### config.mk
export PLATFORM = sky130hd
export DESIGN_NAME = sfpc_core
export DESIGN_NICKNAME = d
export VERILOG_FILES = /design/src/include/sfpc_pkg.sv /design/src/hdl/sfpc_core.sv /design/src/hdl/sfpc_sync.sv /design/src/hdl/sfpc_parity.sv
export SDC_FILE = /design/constraint.sdc
export NUM_CORES = 1
export LEC_CHECK = 0
export BUFFER_PORTS_ARGS = -buffer_cell sky130_fd_sc_hd__buf_4
export CORE_MARGIN = 5
export CORE_UTILIZATION = 50
export CTS_CLUSTER_SIZE = 20
export DETAILED_ROUTE_END_ITERATION = 12
export PLACE_DENSITY = 0.72
export RECOVER_POWER = 25
export SYNTH_ARGS = -nofsm -noshare
export SYNTH_HDL_FRONTEND = slang
export SYNTH_SLANG_ARGS = --single-unit
### constraint.sdc
create_clock -name clk -period 3 [get_ports clk]
set_input_delay 0.15 -clock clk [delete_from_list [all_inputs] [get_ports clk]]
set_output_delay 0.15 -clock clk [all_outputs]
set_load 0.02 [all_outputs]
### src/include/sfpc_pkg.sv
/*
 * package of the serial frame and parity control block: register offsets,
 * field positions, reset values, frame sizes, state codes and the bus
 * request carrier.
 * assumes: one 10 MHz clock domain, registers reached over a plain port.
 */
package sfpc_pkg;

   // ===========================================================
   // register offsets
   localparam logic [2:0] REG_CTRL_ONE = 3'h0; // serial_frame_control_one
   localparam logic [2:0] REG_STATUS   = 3'h1; // serial_status_register
   localparam logic [2:0] REG_DATA     = 3'h2; // serial_data_register
   localparam logic [2:0] REG_BAUD     = 3'h3; // cycles per bit minus one
   localparam logic [2:0] REG_EVENT    = 3'h4; // sticky events, write one
   localparam logic [2:0] REG_MASK     = 3'h5; // event mask
   localparam logic [2:0] REG_CTRL_TWO = 3'h6; // mute control

   // ===========================================================
   // field positions
   localparam int CTL_RX9   = 7; // receive_ninth_bit
   localparam int CTL_TX9   = 6; // transmit_ninth_bit
   localparam int CTL_LPD   = 5; // low_power_disable
   localparam int CTL_WORD9 = 4; // word length
   localparam int CTL_WAKE  = 3; // wake-up method
   localparam int CTL_PCE   = 2; // parity_control_enable
   localparam int CTL_PS    = 1; // parity_select
   localparam int CTL_PIE   = 0; // parity_interrupt_enable
   localparam int ST_PE     = 0; // parity_error_flag
   localparam int ST_RXFULL = 1;
   localparam int ST_TXEMPT = 2;
   localparam int CT2_MUTE  = 0;
   localparam int EVT_PE    = 0;
   localparam int EVT_RX    = 1;
   localparam int EVT_TX    = 2;
   localparam int EVT_W     = 3;

   // ===========================================================
   // reset values
   localparam logic [7:0]       CTRL_RST = 8'h00;
   localparam logic [7:0]       BAUD_RST = 8'h0F;
   localparam logic [EVT_W-1:0] MASK_RST = 3'h0;

   // ===========================================================
   // frame sizes in bit times
   localparam logic [3:0] DATA_BITS_8  = 4'h8;
   localparam logic [3:0] DATA_BITS_9  = 4'h9;
   localparam logic [3:0] FRAME_BITS_8 = 4'hA;
   localparam logic [3:0] FRAME_BITS_9 = 4'hB;
   localparam logic [3:0] IDLE_SAT     = 4'hF;

   // ===========================================================
   // states and carriers
   typedef enum logic [0:0] {TX_IDLE = 1'b0, TX_SHIFT = 1'b1} sfpc_tx_e;
   typedef enum logic [1:0] {
      RX_IDLE  = 2'b00,
      RX_START = 2'b01,
      RX_DATA  = 2'b10,
      RX_STOP  = 2'b11
   } sfpc_rx_e;

   typedef struct packed {
      logic [2:0] addr;
      logic [7:0] wdata;
      logic       wr;
      logic       rd;
   } sfpc_bus_req_s;

endpackage : sfpc_pkg

### src/hdl/sfpc_core.sv
/*
 * serial frame and parity control: control register, frame transmitter
 * and receiver with parity, mute wake-up, low power stop and interrupt.
 * assumes: software on a plain register port, a remote transceiver on
 * rxd/txd, one 10 MHz clock, asynchronous active low reset.
 */
// Local design decisions: the plain strobed port and the register addresses.
`timescale 1ns/1ns
`default_nettype none

module sfpc_core
   import sfpc_pkg::*;
(
   input  wire logic          clk,
   input  wire logic          rst_b,
   input  wire sfpc_bus_req_s bus_req,
   output logic [7:0]         rd_data,
   input  wire logic          rxd,
   output logic               txd,
   output logic               txd_en,
   output logic               irq
);
   // ===========================================================
   // state
   logic [7:0]       ctrl;
   logic [7:0]       baud_div;
   logic [7:0]       tdr, rdr;
   logic             tdr_full, rdr_full, pe_flag, st_seen, mute;
   logic [EVT_W-1:0] evt, mask;
   sfpc_tx_e         tx_st;
   logic [10:0]      tx_shift;
   logic [3:0]       tx_left;
   logic [7:0]       tx_cnt;
   sfpc_rx_e         rx_st;
   logic [8:0]       rx_shift;
   logic [3:0]       rx_left, idle_bits;
   logic [7:0]       rx_cnt;
   logic             rx_w9, rx_pce, rx_ps;
   logic             rxs;

   // ===========================================================
   // register port decode
   wire wr_ctrl  = bus_req.wr && bus_req.addr == REG_CTRL_ONE;
   wire wr_data  = bus_req.wr && bus_req.addr == REG_DATA;
   wire wr_baud  = bus_req.wr && bus_req.addr == REG_BAUD;
   wire wr_evt   = bus_req.wr && bus_req.addr == REG_EVENT;
   wire wr_mask  = bus_req.wr && bus_req.addr == REG_MASK;
   wire wr_ct2   = bus_req.wr && bus_req.addr == REG_CTRL_TWO;
   wire rd_stat  = bus_req.rd && bus_req.addr == REG_STATUS;
   wire rd_dreg  = bus_req.rd && bus_req.addr == REG_DATA;
   wire data_acc = (bus_req.wr || bus_req.rd) && bus_req.addr == REG_DATA;

   wire lpd   = ctrl[CTL_LPD];
   wire word9 = ctrl[CTL_WORD9];
   wire [7:0] status = {5'h00, ~tdr_full, rdr_full, pe_flag};

   // read data mux, unmapped offsets read zero
   logic [7:0] rd_mux;
   always_comb begin
      unique case (bus_req.addr)
         REG_CTRL_ONE: rd_mux = ctrl;
         REG_STATUS:   rd_mux = status;
         REG_DATA:     rd_mux = rdr;
         REG_BAUD:     rd_mux = baud_div;
         REG_EVENT:    rd_mux = {5'h00, evt};
         REG_MASK:     rd_mux = {5'h00, mask};
         REG_CTRL_TWO: rd_mux = {7'h00, mute};
         default:      rd_mux = 8'h00;
      endcase
   end

   // ===========================================================
   // transmit frame build, settings caught at frame start
   wire [8:0] tx_raw = {ctrl[CTL_TX9], tdr};
   logic      tx_pbit;
   sfpc_parity u_tx_par (
      .word  (tx_raw),
      .word9 (word9),
      .odd   (ctrl[CTL_PS]),
      .pbit  (tx_pbit)
   );
   wire [8:0] tx_word = !ctrl[CTL_PCE] ? tx_raw :
                        word9 ? {tx_pbit, tdr} :
                        {1'b0, tx_pbit, tdr[6:0]};
   wire [10:0] tx_frame = word9 ? {1'b1, tx_word, 1'b0} :
                          {2'b11, tx_word[7:0], 1'b0};
   wire tx_load = tx_st == TX_IDLE && tdr_full && !lpd;
   wire tx_tick = tx_st == TX_SHIFT && tx_cnt == 8'h00;
   wire tx_done = tx_tick && tx_left == 4'h0;

   // ===========================================================
   // receive path
   sfpc_sync u_rx_sync (
      .clk   (clk),
      .rst_b (rst_b),
      .d     (rxd),
      .q     (rxs)
   );
   wire       rx_tick = rx_cnt == 8'h00;
   wire [8:0] rx_word = rx_w9 ? rx_shift : {1'b0, rx_shift[8:1]};
   wire       rx_msb  = rx_w9 ? rx_word[8] : rx_word[7];
   logic      rx_pbit;
   sfpc_parity u_rx_par (
      .word  (rx_word),
      .word9 (rx_w9),
      .odd   (rx_ps),
      .pbit  (rx_pbit)
   );
   wire rx_perr  = rx_pce && (rx_pbit != rx_msb);
   wire rx_end   = rx_st == RX_STOP && rx_tick;
   wire addr_hit = mute && ctrl[CTL_WAKE] && rx_msb;
   wire deliver  = rx_end && (!mute || addr_hit);
   wire pe_set   = deliver && rx_perr;
   wire [3:0] frame_len = word9 ? FRAME_BITS_9 : FRAME_BITS_8;
   wire idle_wake = mute && !ctrl[CTL_WAKE] && idle_bits == frame_len;
   wire [EVT_W-1:0] evt_set = {tx_done, deliver, pe_set};

   // ===========================================================
   // register file and flags, hardware set wins over clear
   always_ff @(posedge clk or negedge rst_b) begin
      if (!rst_b) begin
         ctrl     <= CTRL_RST;
         baud_div <= BAUD_RST;
         mask     <= MASK_RST;
         tdr      <= 8'h00;
         rdr      <= 8'h00;
         tdr_full <= 1'b0;
         rdr_full <= 1'b0;
         pe_flag  <= 1'b0;
         st_seen  <= 1'b0;
         mute     <= 1'b0;
         evt      <= 3'h0;
      end else begin
         if (wr_ctrl)
            ctrl[CTL_TX9:0] <= bus_req.wdata[CTL_TX9:0];
         if (deliver && rx_w9)
            ctrl[CTL_RX9] <= rx_word[8];
         else if (wr_ctrl)
            ctrl[CTL_RX9] <= bus_req.wdata[CTL_RX9];
         if (wr_baud)
            baud_div <= bus_req.wdata;
         if (wr_mask)
            mask <= bus_req.wdata[EVT_W-1:0];
         if (wr_data)
            tdr <= bus_req.wdata;
         tdr_full <= wr_data || (tdr_full && !tx_load);
         if (deliver)
            rdr <= rx_word[7:0];
         rdr_full <= deliver || (rdr_full && !rd_dreg);
         pe_flag  <= pe_set || (pe_flag && !(st_seen && data_acc));
         st_seen  <= rd_stat || (st_seen && !data_acc);
         mute     <= (wr_ct2 ? bus_req.wdata[CT2_MUTE] : mute)
                     && !idle_wake && !(rx_end && addr_hit);
         evt      <= evt_set | (evt & ~(wr_evt ? bus_req.wdata[2:0] : 3'h0));
      end
   end

   // ===========================================================
   // registered outputs: read data, interrupt, line enable
   always_ff @(posedge clk or negedge rst_b) begin
      if (!rst_b) begin
         rd_data <= 8'h00;
         irq     <= 1'b0;
         txd_en  <= 1'b0;
      end else begin
         rd_data <= bus_req.rd ? rd_mux : 8'h00;
         irq     <= (ctrl[CTL_PIE] && pe_flag) || |(evt & mask);
         txd_en  <= !(lpd && tx_st == TX_IDLE);
      end
   end

   // ===========================================================
   // transmitter: start bit on load, one bit per prescaler wrap
   always_ff @(posedge clk or negedge rst_b) begin
      if (!rst_b) begin
         tx_st    <= TX_IDLE;
         tx_shift <= 11'h7FF;
         tx_left  <= 4'h0;
         tx_cnt   <= 8'h00;
         txd      <= 1'b1;
      end else if (tx_load) begin
         tx_st    <= TX_SHIFT;
         txd      <= 1'b0;
         tx_shift <= {1'b1, tx_frame[10:1]};
         tx_left  <= frame_len - 4'h1;
         tx_cnt   <= baud_div;
      end else if (tx_done) begin
         tx_st <= TX_IDLE;
      end else if (tx_tick) begin
         txd      <= tx_shift[0];
         tx_shift <= {1'b1, tx_shift[10:1]};
         tx_left  <= tx_left - 4'h1;
         tx_cnt   <= baud_div;
      end else if (tx_st == TX_SHIFT) begin
         tx_cnt <= tx_cnt - 8'h01;
      end
   end

   // ===========================================================
   // receiver: mid-bit sampling, idle count for wake-up
   always_ff @(posedge clk or negedge rst_b) begin
      if (!rst_b) begin
         rx_st     <= RX_IDLE;
         rx_cnt    <= 8'h00;
         rx_left   <= 4'h0;
         rx_shift  <= 9'h000;
         idle_bits <= 4'h0;
         rx_w9     <= 1'b0;
         rx_pce    <= 1'b0;
         rx_ps     <= 1'b0;
      end else begin
         unique case (rx_st)
            RX_IDLE: begin
               if (lpd) begin
                  rx_cnt    <= baud_div;
                  idle_bits <= 4'h0;
               end else if (!rxs) begin
                  rx_st     <= RX_START;
                  rx_cnt    <= {1'b0, baud_div[7:1]};
                  idle_bits <= 4'h0;
                  rx_w9     <= word9;
                  rx_pce    <= ctrl[CTL_PCE];
                  rx_ps     <= ctrl[CTL_PS];
               end else if (rx_tick) begin
                  rx_cnt <= baud_div;
                  if (idle_bits != IDLE_SAT)
                     idle_bits <= idle_bits + 4'h1;
               end else begin
                  rx_cnt <= rx_cnt - 8'h01;
               end
            end
            RX_START: begin
               if (rx_tick) begin
                  rx_st   <= rxs ? RX_IDLE : RX_DATA;
                  rx_cnt  <= baud_div;
                  rx_left <= rx_w9 ? DATA_BITS_9 : DATA_BITS_8;
               end else begin
                  rx_cnt <= rx_cnt - 8'h01;
               end
            end
            RX_DATA: begin
               if (rx_tick) begin
                  rx_shift <= {rxs, rx_shift[8:1]};
                  rx_left  <= rx_left - 4'h1;
                  rx_cnt   <= baud_div;
                  if (rx_left == 4'h1)
                     rx_st <= RX_STOP;
               end else begin
                  rx_cnt <= rx_cnt - 8'h01;
               end
            end
            RX_STOP: begin
               if (rx_tick) begin
                  rx_st  <= RX_IDLE;
                  rx_cnt <= baud_div;
               end else begin
                  rx_cnt <= rx_cnt - 8'h01;
               end
            end
         endcase
      end
   end
endmodule : sfpc_core

`default_nettype wire

### src/hdl/sfpc_sync.sv
/*
 * two flip-flop synchroniser for the receive pin.
 * assumes: input is asynchronous to clk; idles high like a serial line.
 */
`timescale 1ns/1ns
`default_nettype none

module sfpc_sync (
   input  wire logic clk,
   input  wire logic rst_b,
   input  wire logic d,
   output logic      q
);
   logic meta;

   // ===========================================================
   // first stage feeds only the second
   always_ff @(posedge clk or negedge rst_b) begin
      if (!rst_b) begin
         meta <= 1'b1;
         q    <= 1'b1;
      end else begin
         meta <= d;
         q    <= meta;
      end
   end
endmodule : sfpc_sync

`default_nettype wire

### src/hdl/sfpc_parity.sv
/*
 * parity bit for the bits below the most significant data position.
 * assumes: word9 selects nine data bits, odd selects odd parity.
 */
`timescale 1ns/1ns
`default_nettype none

module sfpc_parity (
   input  wire logic [8:0] word,
   input  wire logic       word9,
   input  wire logic       odd,
   output logic            pbit
);
   // ===========================================================
   // bit that makes the count of ones even, or odd when asked
   assign pbit = (word9 ? ^word[7:0] : ^word[6:0]) ^ odd;
endmodule : sfpc_parity

`default_nettype wire

==> results.sh, run 1 <==
export IMPL_min_path_type="input pin to flop"
export IMPL_grt_usage_pct=19.2
export IMPL_slew_headroom_pct=-41.3
export IMPL_antenna_cells=0
export IMPL_synth_edff_count=0
export IMPL_finalSetupViolCount=0
export IMPL_final_setup_skew_ps=14.1
export IMPL_rows=38
export IMPL_power_leakage_uw=0.00257
export IMPL_fin_crit_sh_pct=86.2
export IMPL_port_buffer_count=26
export IMPL_post_cts_resized=0
export IMPL_cp_endpoint="tx_cnt[0]$_DFFE_PN0P_"
export IMPL_critPathLaunch="tx_left[0]$_DFFE_PN0P_"
export IMPL_fin_tns_setup_ps=0
export IMPL_syn_avg_cell_area_um2=10.2
export IMPL_clock_latency_ps=370
export IMPL_synth_top_area_share_pct=41.4
export IMPL_grt_overflow_total=0
export IMPL_dieArea_um2=13300
export IMPL_synth_common_cells="92 x dfrtp_1, 56 x nand2_1, 53 x nor2_1"
export IMPL_yosys_area_top_type="dfrtp_1"
export IMPL_fin_crit_ps=2590
export IMPL_finalInstanceArea_um2=6030
export IMPL_num_io_pins=27
export IMPL_cp_required_ps=3230
export IMPL_p_per_area_nw_per_um2=799
export IMPL_routedWlPerCell_um=17.1
export IMPL_cts_tree="yes"
export IMPL_clk_pin_slew_ps=110
export IMPL_drv_slew=87
export IMPL_nNetsFinal=591
export IMPL_synth_top_cells_by_area="dfrtp_1 41%, dfstp_2 7.6%, mux2_2 7.3%"
export IMPL_clockBufferDepth=2
export IMPL_yosysMostFrequentCell="dfrtp_1"
export IMPL_syn_to_final_growth_pct=8.48
export IMPL_synthArstFlopShare_pct=100
export IMPL_initial_core_util_pct=51.1
export IMPL_first_global_vias=4125
export IMPL_drv_cap=1
export IMPL_cp_arrival_ps=2820
export IMPL_synth_net_count=568
export IMPL_synth_seq_cells=108
export IMPL_pre_cts_ws_ps=433
export IMPL_drt_iter0_drc=225
export IMPL_finalPower_uw=4820
export IMPL_regToRegEndpoint="tx_cnt[0]$_DFFE_PN0P_"
export IMPL_place_hpwl_um=8480
export IMPL_final_util_pct=55.4
export IMPL_post_cts_setup_buffers=0
export IMPL_dpl_cell_area_um2=5870
export IMPL_critPathCaptureType="flop"
export IMPL_grt_max_degree=87
export IMPL_max_freq_ghz=0.387
export IMPL_dr_pass1_iters=7
export IMPL_grt_pass1_wl_um=20500
export IMPL_final_antenna_net_count=0
export IMPL_core_um2=10900
export IMPL_synth_cells=543
export IMPL_ys_seq_area_share_pct=49.0
export IMPL_worstMarginPinSlew_ps=2120
export IMPL_syn_cell_area_um2=5560
export IMPL_setup_slack_ps=413
export IMPL_die_x_um=115
export IMPL_h_tree_depth=3
export IMPL_drt_total_wl_um=12200
export IMPL_drive_gt1_share_pct=17.9
export IMPL_vias=4150
export IMPL_yosys_warnings=0
export IMPL_drc_errors=0
export IMPL_failed_checks="capacitance limit, slew limit"
export IMPL_numClockSinks=108
export IMPL_grt_setup_unrepaired="false"
export IMPL_cp_max_fo=15
export IMPL_netlist_cell_type_count=69
export IMPL_antenna_found_initial=0
export IMPL_hold_violations=0
export IMPL_cp_start_kind="flop"
export IMPL_cts_hold_buf=2
export IMPL_chipHeight_um=115
export IMPL_ir_drop_mv=0.337
export IMPL_reg2regPathDepth=8
export IMPL_cts_root_buffer="clkbuf_8"
export IMPL_synthFlopType="dfrtp_1"
export IMPL_r2r_start="tx_left[0]$_DFFE_PN0P_"
export IMPL_vias_per_cell=5.84
export IMPL_regToRegSetupSlack_ps=410
export IMPL_critical_path_class="flop to flop"
export IMPL_gp_congestion=0.893
export IMPL_cts_buffers=9
export IMPL_status="finished with violations"
[sequential cells by signal, summed over array words and instances, names as in the netlist, 4 cells and up, named ones only]
signal     count
rx_shift       9
tx_shift       9
baud_div       8
ctrl           8
rd_data        8
rdr            8
rx_cnt         8
tdr            8
tx_cnt         8
idle_bits      4
rx_left        4
tx_left        4
[worst max-delay path, stage by stage (launching register included)]
cell and delay [ps]:
dfrtp_1 400, inv_1 120, ha_1 150, or3b_1 380, or4_1 530, a21oi_2 460, inv_1 160, mux2i_1 170
o21ai_1 80
[power by group]
| part | leakage, µW | internal (µW) | switching, µW |
|---|---|---|---|
| Sequential | 0.00132 | 1880 | 460 |
| Combinational | 0.00113 | 730 | 846 |
| Clock | 0.000107 | 386 | 517 |
[logic make-up after synthesis]
family,count (synthesis),synth area share (%)
AND/OR/NAND/NOR,169,15.2
AO/OA/AOI/OAI,119,13.4
flip-flops,108,49.0
multiplexers,65,12.6
buffers and inverters,45,3.44
XOR/XNOR,28,4.41
adder cells (fa/ha/maj),9,2.02
[cell usage in the layout (no fill, tap or decap), types with 5 or more instances in the layout]
cell type	count
o21ai_0	41
mux2i_1	28
ha_1	9
nand2b_1	6
a22oi_1	5
buf_4	16
xor2_1	7
dfrtp_1	92
o21ai_1	10
xnor2_1	21
dfstp_2	16
nor2_1	53
clkbuf_8	10
nand2_1	56
clkbuf_1	13
inv_1	24
nor3_1	11
a21oi_1	25
mux2_2	36
[worst min-delay path by stage]
stage | from | endpoint | slack (ps) | cells after the start
4_1_cts | bus_req[4] | ctrl[2]$_DFFE_PN0P_ | 7 | 3
6_report | bus_req[4] | ctrl[2]$_DFFE_PN0P_ | 30 | 3
5_1_grt | bus_req[4] | ctrl[2]$_DFFE_PN0P_ | 10 | 3
3_3_place_gp | rxd | u_rx_sync.meta$_DFF_PN1_ | 260 | 1
3_5_place_dp | rxd | u_rx_sync.meta$_DFF_PN1_ | 260 | 1
2_1_floorplan | rst_b | async pin | -150 | 0
[layer usage]
metal	vias to the layer above	GRT usage (%)	share of wire (%)
li1	1961	-	-
met1	2050	27.2	45
met2	130	31.3	49
met3	9	3.03	4.9
met4	0	4.46	0.98
met5	-	0	0
[final cells by class]
cell class                      instances  area [µm²]
Clock buffer                           11         163
Sequential cell                       108        2720
Timing Repair Buffer                   33         201
Multi-Input combinational cell        390        2640
Inverter                               24        90.1
Tap cell                              140         175
Fill cell                             933        4850
Clock inverter                          5        40.0
[stage by stage]
stage / std cells / hold WS (ps)
2_1_floorplan: 543 / -146
3_3_place_gp: 693 / 258
3_5_place_dp: 693 / 260
4_1_cts: 711 / 7.41
5_1_grt: 711 / 10.5
6_report: 711 / 30.8
Note: power is estimated with default switching activity, not from simulation.
==> run 2: changes to the inputs <==
==> constraint.sdc (replaced) <==
create_clock -name clk -period 2.76 [get_ports clk]
set_input_delay 0.138 -clock clk [delete_from_list [all_inputs] [get_ports clk]]
set_output_delay 0.138 -clock clk [all_outputs]
set_load 0.02 [all_outputs]
==> run 2 against run 1 <==
Effect of this change:
- the run now ends clean
- via count fell by 1.6%
- first-iteration DRC count rose by 4.9%
- critical endpoint is now ctrl[7]$_DFFE_PN0P_
- largest cell class unchanged
- clock skew fell by 2.6 ps
- routed wire length fell by 2.0%
- clock power rose by 18%
- sequential power rose by 8%
==> results.sh, run 2 (same netlist as run 1, synthesis figures left out) <==
export IMPL_clk_pin_slew_ps=110
export IMPL_slew_headroom_pct=5.84
export IMPL_multi_input_area_um2=2650
export IMPL_holdPathEnd="tdr[3]$_DFFE_PN0P_"
export IMPL_finalSetupViolCount=0
export IMPL_dr_pass1_iters=4
export IMPL_syn_to_final_growth_pct=10.4
export IMPL_grt_overflow_total=0
export IMPL_drive_gt1_share_pct=20.2
export IMPL_numClockSinks=108
export IMPL_most_common_layout_cells="92 x dfrtp_1, 56 x nand2_1, 53 x nor2_1"
export IMPL_initial_core_util_pct=51.1
export IMPL_cp_arrival_ps=2630
export IMPL_num_io_pins=27
export IMPL_dieArea_um2=13300
export IMPL_drv_cap=0
export IMPL_fill_cells=918
export IMPL_critical_path_class="flop to flop"
export IMPL_slowest_delay_ps=530
export IMPL_critPathBufInv=1
export IMPL_setup_slack_ps=402
export IMPL_cpLargestDelayFamily="simple AND/OR/NAND/NOR gates"
export IMPL_final_util_pct=56.4
export IMPL_drc_errors=0
export IMPL_drv_slew=0
export IMPL_hold_violations=0
export IMPL_core_um2=10900
export IMPL_clockBufferDepth=2
export IMPL_die_x_um=115
export IMPL_chipHeight_um=115
export IMPL_max_freq_ghz=0.424
export IMPL_h_tree_depth=3
export IMPL_r2r_start="rx_cnt[0]$_DFF_PN0_"
export IMPL_antenna_found_initial=0
export IMPL_fin_tns_setup_ps=0
export IMPL_cts_tree="yes"
export IMPL_reg2regPathDepth=7
export IMPL_cpMaxStageDelayCell="or3b_2"
export IMPL_min_path_type="input pin to flop"
export IMPL_place_hpwl_um=8450
export IMPL_drt_total_wl_um=11900
export IMPL_ir_drop_mv=0.502
export IMPL_p_per_area_nw_per_um2=869
export IMPL_ff_latch_area_um2=2720
export IMPL_min_from="bus_req[5]"
export IMPL_status="finished, final reports clean"
export IMPL_cp_required_ps=3030
export IMPL_layout_commonest_cell="dfrtp_1"
export IMPL_worstMarginPinSlew_ps=1410
export IMPL_grt_usage_pct=19.4
export IMPL_grt_setup_unrepaired="false"
export IMPL_fin_hold_ws_ps=21.3
export IMPL_cts_root_buffer="clkbuf_8"
export IMPL_gp_congestion=0.931
export IMPL_regToRegEndpoint="ctrl[7]$_DFFE_PN0P_"
export IMPL_drt_iter0_drc=236
export IMPL_first_global_vias=4141
export IMPL_power_leakage_uw=0.00264
export IMPL_final_antenna_net_count=0
export IMPL_critPathCaptureType="flop"
export IMPL_largestRegisters="rx_shift: 9 flops, tx_shift: 9 flops"
export IMPL_worstHoldPathCells=2
export IMPL_fin_crit_sh_pct=85.4
export IMPL_cp_start_kind="flop"
export IMPL_grt_max_degree=58
export IMPL_vias=4082
export IMPL_final_setup_skew_ps=11.4
export IMPL_grt_pass1_wl_um=20500
export IMPL_cts_buffers=9
export IMPL_vias_per_cell=5.72
export IMPL_cp_cell_sequence="inv_1 -> ha_1 -> or3b_2 -> or2_1 -> a211oi_2 -> nand2_1 -> mux2_4"
export IMPL_cp_max_fo=10
export IMPL_pre_cts_ws_ps=414
export IMPL_routedWlPerCell_um=16.7
export IMPL_nNetsFinal=594
export IMPL_rows=38
export IMPL_antenna_cells=0
export IMPL_clock_latency_ps=370
export IMPL_fin_crit_ps=2360
export IMPL_port_buffer_count=26
export IMPL_regToRegSetupSlack_ps=400
[run 2: worst reg2reg max path: stages, from the launching register on]
cell,delay (ps)
dfrtp_1,440
inv_1,100
ha_1,170
or3b_2,530
or2_1,380
a211oi_2,250
nand2_1,100
mux2_4,300
[run 2: layer usage]
| layer | wire (µm) | up-vias | GRT usage (%) |
|---|---|---|---|
| li1 | - | 1971 | - |
| met1 | 5550 | 2008 | 27.6 |
| met2 | 5730 | 85 | 30.4 |
| met3 | 440 | 18 | 2.82 |
| met4 | 196 | 0 | 6.81 |
| met5 | 0 | - | 0 |
[run 2: worst max path at each step]
stage / slack [ps] / to / start / cells past startpoint
after floorplan: 600 / rdr[1]$_DFFE_PN0P_ / rx_cnt[0]$_DFF_PN0_ / 9
after global placement: 510 / ctrl[7]$_DFFE_PN0P_ / rx_cnt[0]$_DFF_PN0_ / 7
after detailed placement: 410 / ctrl[7]$_DFFE_PN0P_ / rx_cnt[0]$_DFF_PN0_ / 7
after CTS: 390 / ctrl[7]$_DFFE_PN0P_ / rx_cnt[0]$_DFF_PN0_ / 7
after global routing: 250 / ctrl[7]$_DFFE_PN0P_ / rx_cnt[0]$_DFF_PN0_ / 7
final: 400 / ctrl[7]$_DFFE_PN0P_ / rx_cnt[0]$_DFF_PN0_ / 7
[run 2: layout make-up]
type	instances	area share (%)
flip-flops and latches	108	44.3
multi-input cells	390	43.1
repair buffers	36	4.56
well taps	140	2.85
clock buffers	10	2.43
inverters	24	1.47
clock inverters	6	1.22
[run 2: repair_timing]
action                    4_1_cts  5_1_grt
hold buffers                    3        0
hold endpoints to repair       49        0
buffers inserted                0        0
gates resized for setup         0        0
[run 2: metrics by stage]
step           instances  power (µW)  cell area [µm²]
2_1_floorplan        543        3790             5560
3_3_place_gp         695        4190             5900
3_5_place_dp         695        4280             5900
4_1_cts              714        5370             6150
5_1_grt              714        5730             6140
6_report             714        5330             6140
[run 2: report_power, final]
part	internal (µW)	switching [µW]	total, µW
combinational	824	926	1750
clock	489	567	1060
sequential	2050	478	2530
total	3360	1970	5330
==> run 3: changes to the inputs <==
--- a/config.mk
+++ b/config.mk
@@ -10,6 +10,7 @@
 export CORE_UTILIZATION = 50
 export CTS_CLUSTER_SIZE = 20
 export DETAILED_ROUTE_END_ITERATION = 12
+export GPL_TIMING_DRIVEN = 0
 export PLACE_DENSITY = 0.72
 export RECOVER_POWER = 25
 export SYNTH_ARGS = -nofsm -noshare
==> run 3 against run 2 <==
Effect of this change:
- register-to-register slack worse by 130 ps
- sequential power is 2% lower
- combinational power is 4% higher
- clock power is 9.9% lower
- count of clock-buffer cells in the layout is 2 higher
- sequential cell count stayed put
- non-clock buffer count is 13 higher
- via count is 2.5% higher
- first-iteration DRC count is 3.0% higher
- critical path type unchanged
- critical endpoint is now tx_shift[3]$_DFFE_PN1P_
==> results.sh, run 3 (same netlist as run 1, synthesis figures left out) <==
export IMPL_vias_per_cell=5.76
export IMPL_gp_congestion=0.888
export IMPL_grt_max_degree=109
export IMPL_dieArea_um2=13300
export IMPL_syn_to_final_growth_pct=9.76
export IMPL_dp_cells=708
export IMPL_grt_overflow_total=0
export IMPL_routedWlPerCell_um=16.9
export IMPL_layoutNonFillerInstCount=727
export IMPL_die_x_um=115
export IMPL_grt_setup_unrepaired="false"
export IMPL_first_global_vias=4134
export IMPL_clockBufferDepth=2
export IMPL_nNetsFinal=607
export IMPL_dpl_cell_area_um2=5920
export IMPL_num_io_pins=27
export IMPL_cpMaxStageDelayCell="nor4b_1"
export IMPL_final_antenna_net_count=0
export IMPL_layout_commonest_cell="dfrtp_1"
export IMPL_cts_root_buffer="clkbuf_8"
export IMPL_grt_pass1_wl_um=20700
export IMPL_ir_drop_mv=0.426
export IMPL_cp_cell_sequence="inv_1 -> ha_1 -> or3b_1 -> nor4b_1 -> nand2b_1 -> buf_2 -> nand2_1 -> o21ai_0"
export IMPL_fin_crit_sh_pct=90.1
export IMPL_vias=4184
export IMPL_min_path_type="input pin to flop"
export IMPL_cts_tree="yes"
export IMPL_cts_hold_buf=2
export IMPL_slew_headroom_pct=4.94
export IMPL_setup_slack_ps=274
export IMPL_p_per_area_nw_per_um2=860
export IMPL_core_um2=10900
export IMPL_status="finished, final reports clean"
export IMPL_cpLargestDelayFamily="simple AND/OR/NAND/NOR gates"
export IMPL_initial_core_util_pct=51.1
export IMPL_dr_wl_met3_um=565
export IMPL_clock_latency_ps=370
export IMPL_cp_max_fo=10
export IMPL_hold_violations=0
export IMPL_top_layer="met4"
export IMPL_finalInstanceArea_um2=6100
export IMPL_rows=38
export IMPL_cp_start_kind="flop"
export IMPL_post_cts_resized=0
export IMPL_power_leakage_uw=0.00258
export IMPL_cp_arrival_ps=2780
export IMPL_drive_gt1_share_pct=17.5
export IMPL_drv_cap=0
export IMPL_max_freq_ghz=0.402
export IMPL_worstMarginPinSlew_ps=1430
export IMPL_numClockSinks=108
export IMPL_fin_tns_setup_ps=0
export IMPL_finalSetupViolCount=0
export IMPL_cts_buffers=9
export IMPL_dr_pass1_iters=5
export IMPL_drt_total_wl_um=12300
export IMPL_critical_path_class="flop to flop"
export IMPL_post_cts_setup_buffers=0
export IMPL_most_common_layout_cells="92 x dfrtp_1, 56 x nand2_1, 53 x nor2_1"
export IMPL_fin_crit_ps=2490
export IMPL_clk_pin_slew_ps=100
export IMPL_largestRegisters="rx_shift: 9 flops, tx_shift: 9 flops"
export IMPL_grt_usage_pct=19.5
export IMPL_drt_met1_wl_um=5700
export IMPL_h_tree_depth=3
export IMPL_slowest_delay_ps=600
export IMPL_port_buffer_count=25
export IMPL_drc_errors=0
export IMPL_place_hpwl_um=8730
export IMPL_critPathBufInv=2
export IMPL_chipHeight_um=115
export IMPL_final_setup_skew_ps=9.77
export IMPL_drt_iter0_drc=243
export IMPL_fin_hold_ws_ps=26.0
export IMPL_drv_slew=0
export IMPL_antenna_found_initial=0
export IMPL_pre_cts_ws_ps=331
export IMPL_cp_required_ps=3050
export IMPL_wl_met2_um=5880
export IMPL_antenna_cells=0
export IMPL_critPathCaptureType="flop"
[run 3: cell count changes in the layout (fill, tap and decap cells not counted), moves of 2 or more]
cell | before | now
buf_6 | 0 | 2
buf_2 | 0 | 3
buf_4 | 28 | 12
clkbuf_1 | 2 | 26
buf_1 | 0 | 2
[run 3: metrics by stage]
| step | power [µW] | util [%] |
|---|---|---|
| floorplan | 3790 | - |
| global placement | 4200 | 54.4 |
| detailed placement | 4310 | 54.4 |
| CTS | 5270 | 56.4 |
| global route | 5630 | 56.1 |
| finish | 5250 | 56.1 |
[run 3: final cells by class]
type | instances | area, µm²
tap | 140 | 175
clock inverter | 4 | 28.8
inverter | 24 | 90.1
fill | 952 | 4780
timing repair buffer | 28 | 173
buffer | 21 | 101
multi-input combinational | 390 | 2650
clock buffer | 12 | 166
sequential | 108 | 2720
[run 3: layer usage]
layer,vias up,global-route usage (%)
li1,1998,-
met1,2091,27.6
met2,82,30.8
met3,13,4.18
met4,0,4.54
met5,-,0
[run 3: power by group]
| part | switching [µW] | internal (µW) |
|---|---|---|
| Clock | 544 | 411 |
| Sequential | 422 | 2050 |
| Combinational | 1010 | 818 |
| Total | 1970 | 3280 |
[run 3: final timing paths]
kind | to | cells after the start | slack [ps] | start
max in group asynchronous | rx_cnt[0]$_DFF_PN0_ | 2 | 1220 | rst_b
min | tdr[6]$_DFFE_PN0P_ | 2 | 30 | bus_req[8]
max reg2reg | tx_shift[3]$_DFFE_PN1P_ | 8 | 270 | tx_left[0]$_DFFE_PN0P_
min in group asynchronous | rx_shift[1]$_DFFE_PN0P_ | 2 | 680 | rst_b
max | tx_shift[3]$_DFFE_PN1P_ | 8 | 270 | tx_left[0]$_DFFE_PN0P_
min reg2reg | u_rx_sync.q$_DFF_PN1_ | 0 | 380 | u_rx_sync.meta$_DFF_PN1_
[run 3: worst reg2reg max path, delay by kind of cell, from the launching register on]
family                     cells  cell delay (ps)
AOI/OAI and AO/OA              1               80
adders and majority gates      1              170
buffers and inverters          2              380
DFF                            1              390
and+or+nand+nor                4             1400
